--- src/dcm_pkg.sv ---
// Function
// - vout power-up plus iout down gives voltage mode
// - internal reference off until enable written 1
// - internal reference gain 1.5x 2x 3x 4x
// - voltage code 10 or 12 bits wide
// - external reference after reset, always at unity gain
// - external reference forces unity gain
// - supply reference forces unity gain
// - reference sets voltage and comparator transfer
// - iout enabled plus vout hi-z gives current mode
// - current range follows range select field
// - current mode code is 8 bits
// - comparator only in voltage mode when enabled
// - open drain select picks push-pull or open-drain
// - pin drive enable gates comparator output
// - invert bit inverts pin comparator result
// - feedback input hi-z until disable bit set
// - behaviour select per channel plain/hyst/window
// - behaviour 00 plain 01 hyst 10 window 11 bad
package dcm_pkg;
  // register byte offsets
  localparam logic [7:0] ADDR_COMMON = 8'h00;
  localparam logic [7:0] ADDR_DEVMODE = 8'h04;
  localparam logic [7:0] ADDR_STATUS = 8'h08;
  localparam logic [7:0] ADDR_CH_BASE = 8'h10;
  localparam int CH_STRIDE = 16;
  localparam logic [7:0] OFS_VCMP = 8'h00;
  localparam logic [7:0] OFS_IMISC = 8'h04;
  localparam logic [7:0] OFS_CMODE = 8'h08;
  localparam logic [7:0] OFS_DATA = 8'h0c;
  // common register fields: per channel vout pdn at 2*ch, iout pdn at 8+ch
  localparam int COM_VPDN_LSB = 0;
  localparam int COM_IPDN_LSB = 8;
  localparam int COM_INTREF_BIT = 12;
  localparam logic [1:0] VPDN_UP = 2'h0;
  localparam logic [1:0] VPDN_HIZ = 2'h3;
  localparam logic [31:0] COMMON_RST = 32'h00000f0f;
  // voltage/comparator config fields
  localparam int VC_GAIN_LSB = 0;
  localparam int VC_EN_BIT = 4;
  localparam int VC_OUTEN_BIT = 5;
  localparam int VC_OD_BIT = 6;
  localparam int VC_INV_BIT = 7;
  localparam int VC_HIZDIS_BIT = 8;
  localparam logic [31:0] VCMP_RST = 32'h00000000;
  // gain select codes
  localparam logic [2:0] GAIN_EXT = 3'h0;
  localparam logic [2:0] GAIN_VDD = 3'h1;
  localparam logic [2:0] GAIN_1P5 = 3'h2;
  localparam logic [2:0] GAIN_2 = 3'h3;
  localparam logic [2:0] GAIN_3 = 3'h4;
  localparam logic [2:0] GAIN_4 = 3'h5;
  localparam int DEVMODE_DIS_BIT = 0;
  localparam int RANGE_W = 4;
  localparam int CMODE_W = 2;
  localparam logic [1:0] CMODE_PLAIN = 2'h0;
  localparam logic [1:0] CMODE_HYST = 2'h1;
  localparam logic [1:0] CMODE_WIN = 2'h2;
  localparam logic [1:0] CMODE_BAD = 2'h3;
  typedef enum logic [1:0] {DCM_OFF, DCM_VOLT, DCM_CURR, DCM_CMP} dcm_mode_e;
  typedef enum logic [1:0] {DCM_REF_EXT, DCM_REF_VDD, DCM_REF_INT} dcm_ref_e;
endpackage : dcm_pkg

--- src/dcm_top.sv ---
`timescale 1ns/1ps
`default_nettype none
// per-channel mode, reference, gain and comparator pin control behind apb
module dcm_top #(
  parameter int NCH = 2,
  parameter int CODE_W = 12
) (
  input wire logic i_ref_clk,
  input wire logic i_sys_rst,
  input wire logic i_psel,
  input wire logic i_penable,
  input wire logic i_pwrite,
  input wire logic [7:0] i_paddr,
  input wire logic [31:0] i_pwdata,
  output logic [31:0] o_prdata,
  output logic o_pready,
  output logic o_pslverr,
  input wire logic [NCH-1:0] i_cmp_raw,
  output logic [2*NCH-1:0] o_mode,
  output logic [2*NCH-1:0] o_ref_sel,
  output logic [3*NCH-1:0] o_gain,
  output logic [CODE_W*NCH-1:0] o_volt_code,
  output logic [8*NCH-1:0] o_curr_code,
  output logic [4*NCH-1:0] o_curr_range,
  output logic [2*NCH-1:0] o_cmp_behaviour,
  output logic [NCH-1:0] o_cmp_invalid,
  output logic [NCH-1:0] o_feedback_pin_hiz,
  output logic o_int_ref_en,
  output logic o_mode_input_disable,
  output logic [NCH-1:0] o_cmp_pin_out,
  output logic [NCH-1:0] o_cmp_pin_oe_n
);
  // refuse sizes that the address map and code slicing cannot serve
  if (NCH < 1 || NCH > 4)
  begin : g_bad_nch
    $error("NCH must be 1 to 4");
  end
  if (CODE_W != 10 && CODE_W != 12)
  begin : g_bad_code_w
    $error("CODE_W must be 10 or 12");
  end

  logic [31:0] common_r;
  logic mode_in_dis_r;
  logic [8:0] vcmp_r [NCH];
  logic [3:0] range_r [NCH];
  logic [1:0] cmode_r [NCH];
  logic [15:0] data_r [NCH];
  logic [NCH-1:0] cmp_s1_r;
  logic [NCH-1:0] cmp_s2_r;
  logic wr_en;
  logic [31:0] rd_nxt;
  logic hit_nxt;
  logic [NCH-1:0] sel_vcmp;
  logic [NCH-1:0] sel_imisc;
  logic [NCH-1:0] sel_cmode;
  logic [NCH-1:0] sel_data;

  // apb answers in the access cycle: zero wait states
  assign wr_en = i_psel && i_penable && i_pwrite;

  // per-channel address match, shared by the write and read paths
  for (genvar c = 0; c < NCH; c++)
  begin : g_sel
    localparam logic [7:0] BASE = 8'(dcm_pkg::ADDR_CH_BASE + c * dcm_pkg::CH_STRIDE);
    assign sel_vcmp[c] = i_paddr == 8'(BASE + dcm_pkg::OFS_VCMP);
    assign sel_imisc[c] = i_paddr == 8'(BASE + dcm_pkg::OFS_IMISC);
    assign sel_cmode[c] = i_paddr == 8'(BASE + dcm_pkg::OFS_CMODE);
    assign sel_data[c] = i_paddr == 8'(BASE + dcm_pkg::OFS_DATA);
  end

  // comparator inputs come from the analog side, so resample twice
  // only the second stage is read, so a metastable first stage never reaches logic
  always_ff @(posedge i_ref_clk)
  begin
    if (i_sys_rst)
    begin
      cmp_s1_r <= '0;
      cmp_s2_r <= '0;
    end
    else
    begin
      cmp_s1_r <= i_cmp_raw;
      cmp_s2_r <= cmp_s1_r;
    end
  end

  // shared registers; reset leaves internal ref off and the outputs of channels 0 and 1 hi-z
  always_ff @(posedge i_ref_clk)
  begin
    if (i_sys_rst)
    begin
      common_r <= dcm_pkg::COMMON_RST;
      mode_in_dis_r <= 1'b0;
    end
    else if (wr_en && i_paddr == dcm_pkg::ADDR_COMMON)
      common_r <= i_pwdata;
    else if (wr_en && i_paddr == dcm_pkg::ADDR_DEVMODE)
      mode_in_dis_r <= i_pwdata[dcm_pkg::DEVMODE_DIS_BIT];
  end

  // per-channel registers, one word group per channel
  // a write takes effect at the access edge; no second trigger is needed
  always_ff @(posedge i_ref_clk)
  begin
    for (int c = 0; c < NCH; c++)
    begin
      if (i_sys_rst)
      begin
        vcmp_r[c] <= dcm_pkg::VCMP_RST[8:0];
        range_r[c] <= '0;
        cmode_r[c] <= dcm_pkg::CMODE_PLAIN;
        data_r[c] <= '0;
      end
      else if (wr_en)
      begin
        if (sel_vcmp[c])
          vcmp_r[c] <= i_pwdata[8:0];
        if (sel_imisc[c])
          range_r[c] <= i_pwdata[dcm_pkg::RANGE_W-1:0];
        if (sel_cmode[c])
          cmode_r[c] <= i_pwdata[dcm_pkg::CMODE_W-1:0];
        if (sel_data[c])
          data_r[c] <= i_pwdata[15:0];
      end
    end
  end

  // read decode; unmapped addresses answer zero with pslverr
  // the decode runs in the setup cycle; its result is registered for the access
  always_comb
  begin
    rd_nxt = '0;
    hit_nxt = 1'b0;
    case (i_paddr)
      dcm_pkg::ADDR_COMMON:
      begin
        rd_nxt = common_r;
        hit_nxt = 1'b1;
      end
      dcm_pkg::ADDR_DEVMODE:
      begin
        rd_nxt = {31'h0, mode_in_dis_r};
        hit_nxt = 1'b1;
      end
      dcm_pkg::ADDR_STATUS:
      begin
        rd_nxt = 32'(o_mode); // status shows every channel's mode
        hit_nxt = 1'b1;
      end
      default:
      begin
        for (int c = 0; c < NCH; c++)
        begin
          if (sel_vcmp[c])
          begin
            rd_nxt = {23'h0, vcmp_r[c]};
            hit_nxt = 1'b1;
          end
          if (sel_imisc[c])
          begin
            rd_nxt = {28'h0, range_r[c]};
            hit_nxt = 1'b1;
          end
          if (sel_cmode[c])
          begin
            rd_nxt = {30'h0, cmode_r[c]};
            hit_nxt = 1'b1;
          end
          if (sel_data[c])
          begin
            rd_nxt = {16'h0, data_r[c]};
            hit_nxt = 1'b1;
          end
        end
      end
    endcase
  end

  // bus answer registers
  // ready is the registered setup cycle, so every access has one wait-free phase
  // read data is zero outside a read answer so stale words never leak onto the bus
  always_ff @(posedge i_ref_clk)
  begin
    if (i_sys_rst)
    begin
      o_prdata <= '0;
      o_pready <= 1'b0;
      o_pslverr <= 1'b0;
    end
    else
    begin
      o_pready <= i_psel && !i_penable;
      o_pslverr <= i_psel && !i_penable && !hit_nxt;
      o_prdata <= (i_psel && !i_penable && !i_pwrite) ? rd_nxt : 32'h0;
    end
  end

  // channel decode: mode, reference, gain, codes and comparator pin
  always_ff @(posedge i_ref_clk)
  begin
    for (int c = 0; c < NCH; c++)
    begin
      logic [1:0] vp;
      logic ip;
      logic [2:0] g;
      logic cres;
      vp = common_r[dcm_pkg::COM_VPDN_LSB + 2*c +: 2];
      ip = common_r[dcm_pkg::COM_IPDN_LSB + c];
      g = vcmp_r[c][dcm_pkg::VC_GAIN_LSB +: 3];
      cres = cmp_s2_r[c] ^ vcmp_r[c][dcm_pkg::VC_INV_BIT];
      // reset: outputs off, external reference, pin released, feedback isolated
      if (i_sys_rst)
      begin
        o_mode[2*c +: 2] <= 2'(dcm_pkg::DCM_OFF);
        o_ref_sel[2*c +: 2] <= 2'(dcm_pkg::DCM_REF_EXT);
        o_gain[3*c +: 3] <= dcm_pkg::GAIN_EXT;
        o_volt_code[CODE_W*c +: CODE_W] <= '0;
        o_curr_code[8*c +: 8] <= '0;
        o_curr_range[4*c +: 4] <= '0;
        o_cmp_behaviour[2*c +: 2] <= dcm_pkg::CMODE_PLAIN;
        o_cmp_invalid[c] <= 1'b0;
        o_feedback_pin_hiz[c] <= 1'b1;
        o_cmp_pin_out[c] <= 1'b0;
        o_cmp_pin_oe_n[c] <= 1'b1;
      end
      else
      begin
        // voltage mode, comparator needs voltage mode too
        if (vp == dcm_pkg::VPDN_UP && ip)
          o_mode[2*c +: 2] <= vcmp_r[c][dcm_pkg::VC_EN_BIT] ?
            2'(dcm_pkg::DCM_CMP) : 2'(dcm_pkg::DCM_VOLT);
        else if (vp == dcm_pkg::VPDN_HIZ && !ip)
          o_mode[2*c +: 2] <= 2'(dcm_pkg::DCM_CURR);
        // any other pairing of the two power-down controls leaves the channel off
        else
          o_mode[2*c +: 2] <= 2'(dcm_pkg::DCM_OFF);
        // reference picks the transfer for voltage and comparator use
        // gain codes 6 and 7 are unused and fall back to the external reference
        if (g == dcm_pkg::GAIN_EXT || g > dcm_pkg::GAIN_4)
        begin
          o_ref_sel[2*c +: 2] <= 2'(dcm_pkg::DCM_REF_EXT);
          o_gain[3*c +: 3] <= dcm_pkg::GAIN_EXT;
        end
        else if (g == dcm_pkg::GAIN_VDD)
        begin
          o_ref_sel[2*c +: 2] <= 2'(dcm_pkg::DCM_REF_VDD);
          o_gain[3*c +: 3] <= dcm_pkg::GAIN_VDD;
        end
        else
        begin
          o_ref_sel[2*c +: 2] <= 2'(dcm_pkg::DCM_REF_INT);
          o_gain[3*c +: 3] <= g;
        end
        // 16-bit data word is left aligned, as the code width varies
        o_volt_code[CODE_W*c +: CODE_W] <= data_r[c][15 -: CODE_W];
        // current mode keeps only the upper byte: its code is eight bits wide
        o_curr_code[8*c +: 8] <= data_r[c][15:8];
        o_curr_range[4*c +: 4] <= range_r[c];
        o_cmp_behaviour[2*c +: 2] <= cmode_r[c];
        o_cmp_invalid[c] <= cmode_r[c] == dcm_pkg::CMODE_BAD;
        o_feedback_pin_hiz[c] <= !vcmp_r[c][dcm_pkg::VC_HIZDIS_BIT];
        // pin drive only when comparator active and drive enabled
        if (vp == dcm_pkg::VPDN_UP && ip && vcmp_r[c][dcm_pkg::VC_EN_BIT]
            && vcmp_r[c][dcm_pkg::VC_OUTEN_BIT])
        begin
          // open drain releases the pin for a high result; the pull-up sets the level
          if (vcmp_r[c][dcm_pkg::VC_OD_BIT])
          begin
            o_cmp_pin_out[c] <= 1'b0;
            o_cmp_pin_oe_n[c] <= cres;
          end
          else
          begin
            o_cmp_pin_out[c] <= cres;
            o_cmp_pin_oe_n[c] <= 1'b0;
          end
        end
        else
        begin
          o_cmp_pin_out[c] <= 1'b0;
          o_cmp_pin_oe_n[c] <= 1'b1;
        end
      end
    end
  end

  // common-level outputs
  // the reference stays off until software sets its enable; reset never turns it on
  always_ff @(posedge i_ref_clk)
  begin
    if (i_sys_rst)
    begin
      o_int_ref_en <= 1'b0;
      o_mode_input_disable <= 1'b0;
    end
    else
    begin
      o_int_ref_en <= common_r[dcm_pkg::COM_INTREF_BIT];
      o_mode_input_disable <= mode_in_dis_r;
    end
  end
endmodule : dcm_top
`default_nettype wire
--- config.mk ---
export PLATFORM = sky130hd
export DESIGN_NAME = dcm_top
export DESIGN_NICKNAME = d
export VERILOG_FILES = /design/src/dcm_pkg.sv /design/src/dcm_top.sv
export SDC_FILE = /design/constraint.sdc
export NUM_CORES = 1
export LEC_CHECK = 0
export BUFFER_PORTS_ARGS = -buffer_cell sky130_fd_sc_hd__buf_4
export CORE_ASPECT_RATIO = 0.7
export CORE_MARGIN = 5
export CORE_UTILIZATION = 49
export CTS_CLUSTER_DIAMETER = 100
export DETAILED_ROUTE_END_ITERATION = 12
export HOLD_SLACK_MARGIN = 0.05
export PLACE_DENSITY = 0.76
export SYNTH_ARGS = -nofsm -noshare
export SYNTH_HDL_FRONTEND = slang
export SYNTH_SLANG_ARGS = --single-unit
--- constraint.sdc ---
create_clock -name i_ref_clk -period 2.4 [get_ports i_ref_clk]
set_clock_uncertainty 0.05 [all_clocks]
set_input_delay 0.48 -clock i_ref_clk [delete_from_list [all_inputs] [get_ports i_ref_clk]]
set_output_delay 0.48 -clock i_ref_clk [all_outputs]
set_load 0.02 [all_outputs]
# == After elaboration in Yosys (flattened, before gate mapping) ==
# Memory sizes are Yosys's and may differ from the RTL's.
# Cells that the tools add are included.
# classes
n_lt_le_gt_ge,2
eq_ne,16
mux,71
bitwise,14
reduce_logical,40
# ops
op,n
32-bit 2-to-1 mux,7
32-bit one-hot mux with 3 select lines,1
1-bit 2-to-1 mux,46
8-bit by 5-bit equality test with 1-bit output (second input constant),4
8-bit by 6-bit equality test with 1-bit output (second input constant),4
16-bit 2-to-1 mux,2
9-bit 2-to-1 mux,3
2-bit 2-to-1 mux,10
1-bit logical AND,15
3-bit OR reduction,5
2-bit OR reduction,5
2-bit equality test (second input constant),4
8-bit by 3-bit equality test with 1-bit output (second input constant),1
8-bit by 4-bit equality test with 1-bit output (second input constant),1
8-bit zero test,1
4-bit 2-to-1 mux,2
1-bit bitwise OR,8
1-bit zero test,7
3-bit by 1-bit equality test with 1-bit output (second input constant),2
3-bit > comparator (second input constant),2
3-bit zero test,2
2-bit zero test,2
1-bit NOT,4
1-bit logical OR,2
other kinds (2),3
# totals
ff_bits,147
ram_bits,62
in_bits,47
out_inout_bits,110
memories,4
# mem_list
name,depth,word_bits,rd,rd_clocked_by_memory_dff,wr,line_no,rtl
data_r,2,16,2,0,2,dcm_top.sv:48,logic [15:0] data_r [NCH];
vcmp_r,2,9,2,0,2,dcm_top.sv:45,logic [8:0] vcmp_r [NCH];
range_r,2,4,2,0,2,dcm_top.sv:46,logic [3:0] range_r [NCH];
cmode_r,2,2,2,0,2,dcm_top.sv:47,logic [1:0] cmode_r [NCH];

# == Longest topological paths before layout ==
# Gate-level depths: netlist of the first run.
# logic_depth
word_depth,12
ltp_mapped,7
depth_no_buf,4

# == Least setup slack after synthesis of the first run ==
# OpenSTA, ideal clock, no wires.
# synth_path
path_type,input to register
start,input i_paddr[7]
end,"memory data_r[0][0], enable pin"
setup_time_ns,0.367
arrival_ns,2.075
required_time_ns,1.983
slack_ns,-0.092
stages,4
n_path_buf,1
cell_sequence,or4b_1 nor3_1 clkbuf_1 a21o_1
# synth_lines
item,line_no,rtl
start: declaration,dcm_top.sv:13,"input wire logic [7:0] i_paddr,"
end: declaration,dcm_top.sv:48,

# == Final worst setup path of the first run ==
# layout_path
start,input i_paddr[7]
end,register common_r[29]
# layout_via
elab_chain_len,2
# layout_lines
item,line_no,rtl
8-bit zero test,dcm_top.sv:96,else if (wr_en && i_paddr == dcm_pkg::ADDR_COMMON)
1-bit logical AND,dcm_top.sv:96,
end signal: assignment,dcm_top.sv:93,common_r <= dcm_pkg::COMMON_RST;
end signal: assignment,dcm_top.sv:97,common_r <= i_pwdata;
end: declaration,dcm_top.sv:43,logic [31:0] common_r;
# Every way passes these cells.
# A chain may end at the register's enable or synchronous reset.

==> results of run 1 <==
## stage by stage
stage / instance area, µm² / worst slack, ns
after floorplan: 7191 / 0.05764
after global placement: 8466 / 0.1511
after detailed placement: 8466 / 0.1107
after CTS: 8991 / 0.5657
after global routing: 8991 / 0.4627
final: 8991 / 0.5473
## kinds of logic (layout without fill, tap and decap cells)
| kind of cell | Yosys count | after routing | synth area share, % |
|---|---|---|---|
| AND/OR/NAND/NOR | 291 | 291 | 22.61 |
| buffers and inverters | 61 | 212 | 4.717 |
| multiplexers | 12 | 12 | 2.071 |
| XOR/XNOR | 4 | 4 | 0.4873 |
| flip-flops | 193 | 193 | 62.38 |
| AO/OA/AOI/OAI | 87 | 87 | 7.729 |
## synth_stat cells, types with 2 or more instances
cell type,n,share of area (%)
a222oi_1,7,0.97
nand3b_1,10,1.0
mux2_2,3,0.47
buf_6,5,0.78
nor2_1,28,1.5
a21oi_1,40,2.8
a22oi_1,7,0.73
clkbuf_2,2,0.14
a21o_1,6,0.63
and2_1,32,2.8
or3_1,2,0.17
nor3_2,2,0.28
nand2_1,72,3.8
nor4b_1,6,0.73
mux4_2,2,0.63
clkbuf_1,27,1.4
or4b_1,2,0.28
mux2i_1,7,0.97
nor4_1,2,0.17
o2bb2ai_1,3,0.37
nand3_1,12,0.84
buf_2,5,0.35
o21bai_1,4,0.42
buf_1,2,0.10
edfxtp_1,62,26
inv_1,3,0.16
and3_1,54,4.7
a32o_1,2,0.28
xnor2_1,4,0.49
dfxtp_1,131,36
or3b_2,6,0.73
buf_4,17,1.8
o21ai_0,12,0.84
nand2b_1,5,0.44
nor3_1,6,0.42
nor2b_1,45,3.9
## layout by cell type (no fill, tap or decap), types with 6 or more instances in the layout
| cell type | n |
|---|---|
| buf_4 | 176 |
| dfxtp_1 | 131 |
| nand2_1 | 72 |
| edfxtp_1 | 62 |
| and3_1 | 54 |
| nor2b_1 | 45 |
| a21oi_1 | 40 |
| and2_1 | 32 |
| nor2_1 | 28 |
| clkbuf_16 | 18 |
| nand3_1 | 12 |
| o21ai_0 | 12 |
| nand3b_1 | 10 |
| a222oi_1 | 7 |
| a22oi_1 | 7 |
| mux2i_1 | 7 |
| nor4b_1 | 6 |
| or3b_2 | 6 |
## final cells by class
class / instances / area [µm²]
clock buffer: 23 / 469.2
clock inverter: 9 / 56.30
fill: 1199 / 5545
inverter: 3 / 11.26
multi-input combinational: 394 / 2385
sequential: 193 / 4484
tap: 195 / 244.0
timing repair buffer: 177 / 1341
## where the power goes
group          switching [W]  leakage, nW  internal, W
logic               0.000269         1.87     0.000197
registers          0.0000593         1.66      0.00347
clock network        0.00117        0.265      0.00139
total                0.00150         3.79      0.00505
## state kept, by name, indices dropped and copies added (netlist names), 2 cells and up
signal	count
cmode_r	4
o_curr_range	8
vcmp_r	18
o_cmp_invalid	2
o_mode	4
o_gain	6
o_cmp_pin_out	2
o_feedback_pin_hiz	2
data_r	32
o_volt_code	24
common_r	32
o_prdata	32
o_ref_sel	4
range_r	8
cmp_s1_r	2
o_cmp_behaviour	4
cmp_s2_r	2
o_cmp_pin_oe_n	2
## worst max-delay path by stage
stage                    to  depth (start not counted)
2_1_floorplan  data_r[0][0]                          4
3_3_place_gp   common_r[16]                          6
3_5_place_dp   common_r[29]                          6
4_1_cts        common_r[29]                          6
5_1_grt        vcmp_r[1][2]                          5
6_report       common_r[29]                          6
## worst register-to-register path: cells and delay by family (launching register included)
family,cells,cell delay (ns)
simple gates,3,1.03
flops,1,0.46
## metal layers
layer	global-route usage, %	share of wire, %
met1	32.39	46
met2	31.63	43
met3	6.527	9.0
met4	7.824	1.9
met5	0	0
==> out/qor.txt, run 1 <==
Status: completed
Most used cell, CP: buf_4
1st-pass router iterations: 7
Max-cap violations: 0
Endpoints failing setup: 0
Initial antenna violation count: 0
Startpoint Class: input pin
Number of synthesized flops with an enable pin: 62
CTS max path bufs: 2
Critical path class: in -> reg
CTS Sinks: 193
CP max stage delay: 0.68 ns
Seq/Total Area, Yosys: 62.38%
Vias in the first global route: 5284
Cells after DPL: 962
Post-CTS Setup Bufs: 0
Syn avg cell area: 11.09 µm²
Hold_ws: 0.2188 ns
Delay-heaviest family, CP: simple AND/OR/NAND/NOR gates
Post-DP HPWL: 13680 µm
Total wire length: 18980 µm
Async S/R FF share, synth: 0%
Post-route ant nets: 0
FF-to-FF Start: common_r[9]
First-pass GRT wire length: 29500 µm
Ant diodes: 0
Largest net degree at the start of global routing: 52
Chip Height: 111.3 µm
Post-Syn Nets: 695
HP Class: in -> reg
FF-to-FF End: o_cmp_pin_out[1]
CTS clk-pin slew, worst paths: 0.07 ns
Worst hold path endpoint: cmp_s1_r[0]
Crit. End Element: register
Max_slew headroom: 56.63%
Chip Width: 154.8 µm
Tot Pwr: 0.006553 W
FF-to-FF path depth: 3
DR iter-0 viols: 441
Area Overhead vs Synth: 25.08%
Buf/Inv on CP: 2
Slew Viols, Final: 0
P_leak: 3.789 nW
Hold path cells: 2
Distinct cells, synth: 49
Fin Setup TNS: 0 ns
Share of layout cells above drive strength 1: 28.04%
Worst-Margin Slew: 0.6482 ns
Final Util: 61.85%
Buffers on Ports: 156
Netlist area before placement: 0.007188 mm²
Total track usage: 22.22%
Post-Synthesis Cells: 648
Worst hold start: i_cmp_raw[0]
Drt drc: 0
Worst-path cell chain: buf_4, or4_1, or3_1, buf_4, nand2_1, a21oi_1
Wire length per cell: 19.09 µm
Fin crit period: 1.853 ns
Core area: 0.01454 mm²
Mean number of vias per cell: 5.362
FF-to-FF setup slack: 0.76 ns
CP max-delay cell: or4_1
Final hold violations: 0
Maximum vdd drop: 0.5015 mV
Routability Congestion: 0.9557
Initial Utilization: 49.45%
Number of top-level pins: 157
Fin cells: 994
Crit path launch: i_paddr[7]
DIE AREA: 0.01723 mm²
CTS tree: done
Post-CTS resize count: 0
Worst-path fanout max: 32
Worst EP required: 2.64 ns
Nets: 833
Power per Cell Area: 728.8 mW/mm²
Num rows: 37
CP arrival: 2.10 ns
Prevailing post-synth register cell: dfxtp_1
Seq cells post-synth: 193
Cts hold-fix bufs: 0
Setup repair after global routing missed its margin: no
Warnings, synthesis: 0
Routed via count: 5330
Total CTS buffers: 17
Total gr overflow: 0
Root Driver: clkbuf_16
H-tree Lvls: 4
Fmax: 0.5398 GHz
Clk_lat worst skew: 0.43 ns
Final period util: 77.20%
(Power assumes the default switching activity.)
==> run 2: changes to the inputs <==
==> constraint.sdc (replaced) <==
create_clock -name i_ref_clk -period 1.5 [get_ports i_ref_clk]
set_clock_uncertainty 0.05 [all_clocks]
set_input_delay 0.3 -clock i_ref_clk [delete_from_list [all_inputs] [get_ports i_ref_clk]]
set_output_delay 0.3 -clock i_ref_clk [all_outputs]
set_load 0.02 [all_outputs]
==> out/qor.txt, run 2 (same netlist as run 1, synthesis figures left out) <==
Sequential power share: 50.5% (-3.3 points)
Hold_ws: 0.06111 ns (-0.1577 ns)
Endpoints failing setup: 1 (+1)
CTS max path bufs: 2 (unchanged)
Fin cells: 1049 (+5.5%)
Max-cap violations: 0 (unchanged)
Sw frac: 23.39% (+0.46 points)
Fmax: 0.6609 GHz
Cells after DPL: 1002 (+4.2%)
Number of top-level pins: 157 (unchanged)
Startpoint Class: input pin
Post-DP HPWL: 14220 µm (+3.9%)
Initial Utilization: 49.45% (unchanged)
DIE AREA: 0.01723 mm² (unchanged)
Total track usage: 22.88% (+0.66 points)
CTS Sinks: 193 (unchanged)
Maximum vdd drop: 0.9370 mV (+87%)
Share of layout cells above drive strength 1: 36.42% (+8.4 points)
Worst-Margin Slew: 0.6227 ns (-0.02546 ns)
Largest net degree at the start of global routing: 50 (-3.8%)
Worst-path cell chain: buf_6, or4_4, buf_12, nor3_4, buf_12, clkbuf_16, nand2_1, a21oi_1
Core area: 0.01454 mm² (unchanged)
Drt drc: 0 (unchanged)
CTS tree: done
Worst-path fanout max: 8 (-75%)
Slew Viols, Final: 0 (unchanged)
Status: finished with violations
Post-route ant nets: 0 (unchanged)
Switching Power: 0.002614 W (+74%)
CP max stage delay: 0.55 ns (-0.13 ns)
P_leak: 4.198 nW (+11%)
Final period util: 100.9%
Gate power share: 7.8% (+0.7 points)
Total gr overflow: 0 (unchanged)
Chip Width: 154.8 µm (unchanged)
Buffers on Ports: 156 (unchanged)
DR iter-0 viols: 607 (+38%)
Max_slew headroom: 58.49% (+1.9 points)
Vias in the first global route: 5510 (+4.3%)
Chip Height: 111.3 µm (unchanged)
Final hold violations: 0 (unchanged)
HP Class: in -> reg
Wire length per cell: 19.59 µm (+2.6%)
Routed via count: 5766 (+8.2%)
Total CTS buffers: 17 (unchanged)
Crit. End Element: register
Cell internal pwr: 0.008564 W (+70%)
CP max-delay cell: or4_4
CP arrival: 1.82 ns (-0.28 ns)
Routability Congestion: 0.9481 (-0.80%)
Clk_lat worst skew: 0.43 ns (about the same)
Fin crit period: 1.513 ns
Largest regs: common_r (32), data_r (32), o_prdata (32)
1st-pass router iterations: 6 (-1)
Clk network pwr share: 41.7% (+2.6 points)
Commonest non-fill, non-tap cell in the layout: buf_4
Num rows: 37 (unchanged)
Worst EP required: 1.81 ns (-0.83 ns)
Ant diodes: 0 (unchanged)
Initial antenna violation count: 1 (+1)
CTS clk-pin slew, worst paths: 0.07 ns (about the same)
First-pass GRT wire length: 30680 µm (+4.0%)
Mean number of vias per cell: 5.497 (+2.5%)
Worst Setup Slack, final: -0.01302 ns (-0.5603 ns)
Violated checks: negative setup slack
Total wire length: 20560 µm (+8.3%)
Nets: 888 (+6.6%)
H-tree Lvls: 4 (unchanged)
Power per Cell Area: 1137 mW/mm² (+56%)
Setup repair after global routing missed its margin: yes
Root Driver: clkbuf_16
Most frequent cells in the layout: buf_4, dfxtp_1, nand2_1
Most used cell, CP: buf_12
Tot Pwr: 0.01118 W (+71%)
FF-to-FF setup slack: 0.02 ns (-0.74 ns)
Critical path class: in -> reg
Area Overhead vs Synth: 36.81%
run 2: final timing paths:
check / end / start / cells past startpoint
setup / recovery: common_r[14] / i_paddr[5] / 8
hold / removal: common_r[16] / i_pwdata[16] / 3
hold reg to reg: cmp_s2_r[1] / cmp_s1_r[1] / 1
setup reg to reg: o_prdata[0] / vcmp_r[1][0] / 3
run 2: metrics by stage:
| step | setup TNS [ns] | utilization [%] | worst slack [ns] | instance area (µm²) |
|---|---|---|---|---|
| after floorplan | -30.98 | - | -0.3700 | 7363 |
| after global placement | -57.58 | 61.18 | -0.3831 | 8894 |
| after detailed placement | -62.27 | 61.18 | -0.4256 | 8894 |
| after CTS | 0 | 65.72 | 0.01825 | 9553 |
| after global routing | -0.03978 | 67.65 | -0.007452 | 9834 |
| final | -0.01302 | 67.65 | -0.01302 | 9834 |
run 2: layout make-up:
cell class	instances	area (µm²)
Timing Repair Buffer	231	1897
Fill cell	1075	4702
Multi-Input combinational cell	395	2574
Clock buffer	23	544.3
Clock inverter	9	80.08
Tap cell	195	244.0
Inverter	3	11.26
Sequential cell	193	4484
run 2: critical path, delay by kind of cell:
kind | cells | cell delay [ns]
buffers and inverters | 4 | 0.56
AND/OR/NAND/NOR | 3 | 0.78
AO/OA/AOI/OAI | 1 | 0.16
run 2: what timing repair did:
action,CTS,global route
hold buffers,2,0
setup endpoints to repair,2,51
resized for setup,2,28
pin swaps,0,23
gates cloned,0,6
setup buffers,1,6
endpoints found under the hold margin,2,0
run 2: power groups by stage:
stage                     Sequential [W]  Clock, W  Combinational (W)
after global routing             0.00566   0.00496           0.000922
after detailed placement         0.00576         0           0.000835
after global placement           0.00575         0           0.000822
after CTS                        0.00564   0.00471           0.000844
final                            0.00564   0.00466           0.000875
after floorplan                  0.00581         0           0.000329
run 2: per-layer routing:
layer / routed length, µm / vias to the layer above / global-route usage [%]
met3: 2577 / 38 / 7.459
met5: 0 / - / 0
li1: - / 2640 / -
met2: 8824 / 373 / 32.79
met1: 8765 / 2715 / 32.87
met4: 387 / 0 / 7.588
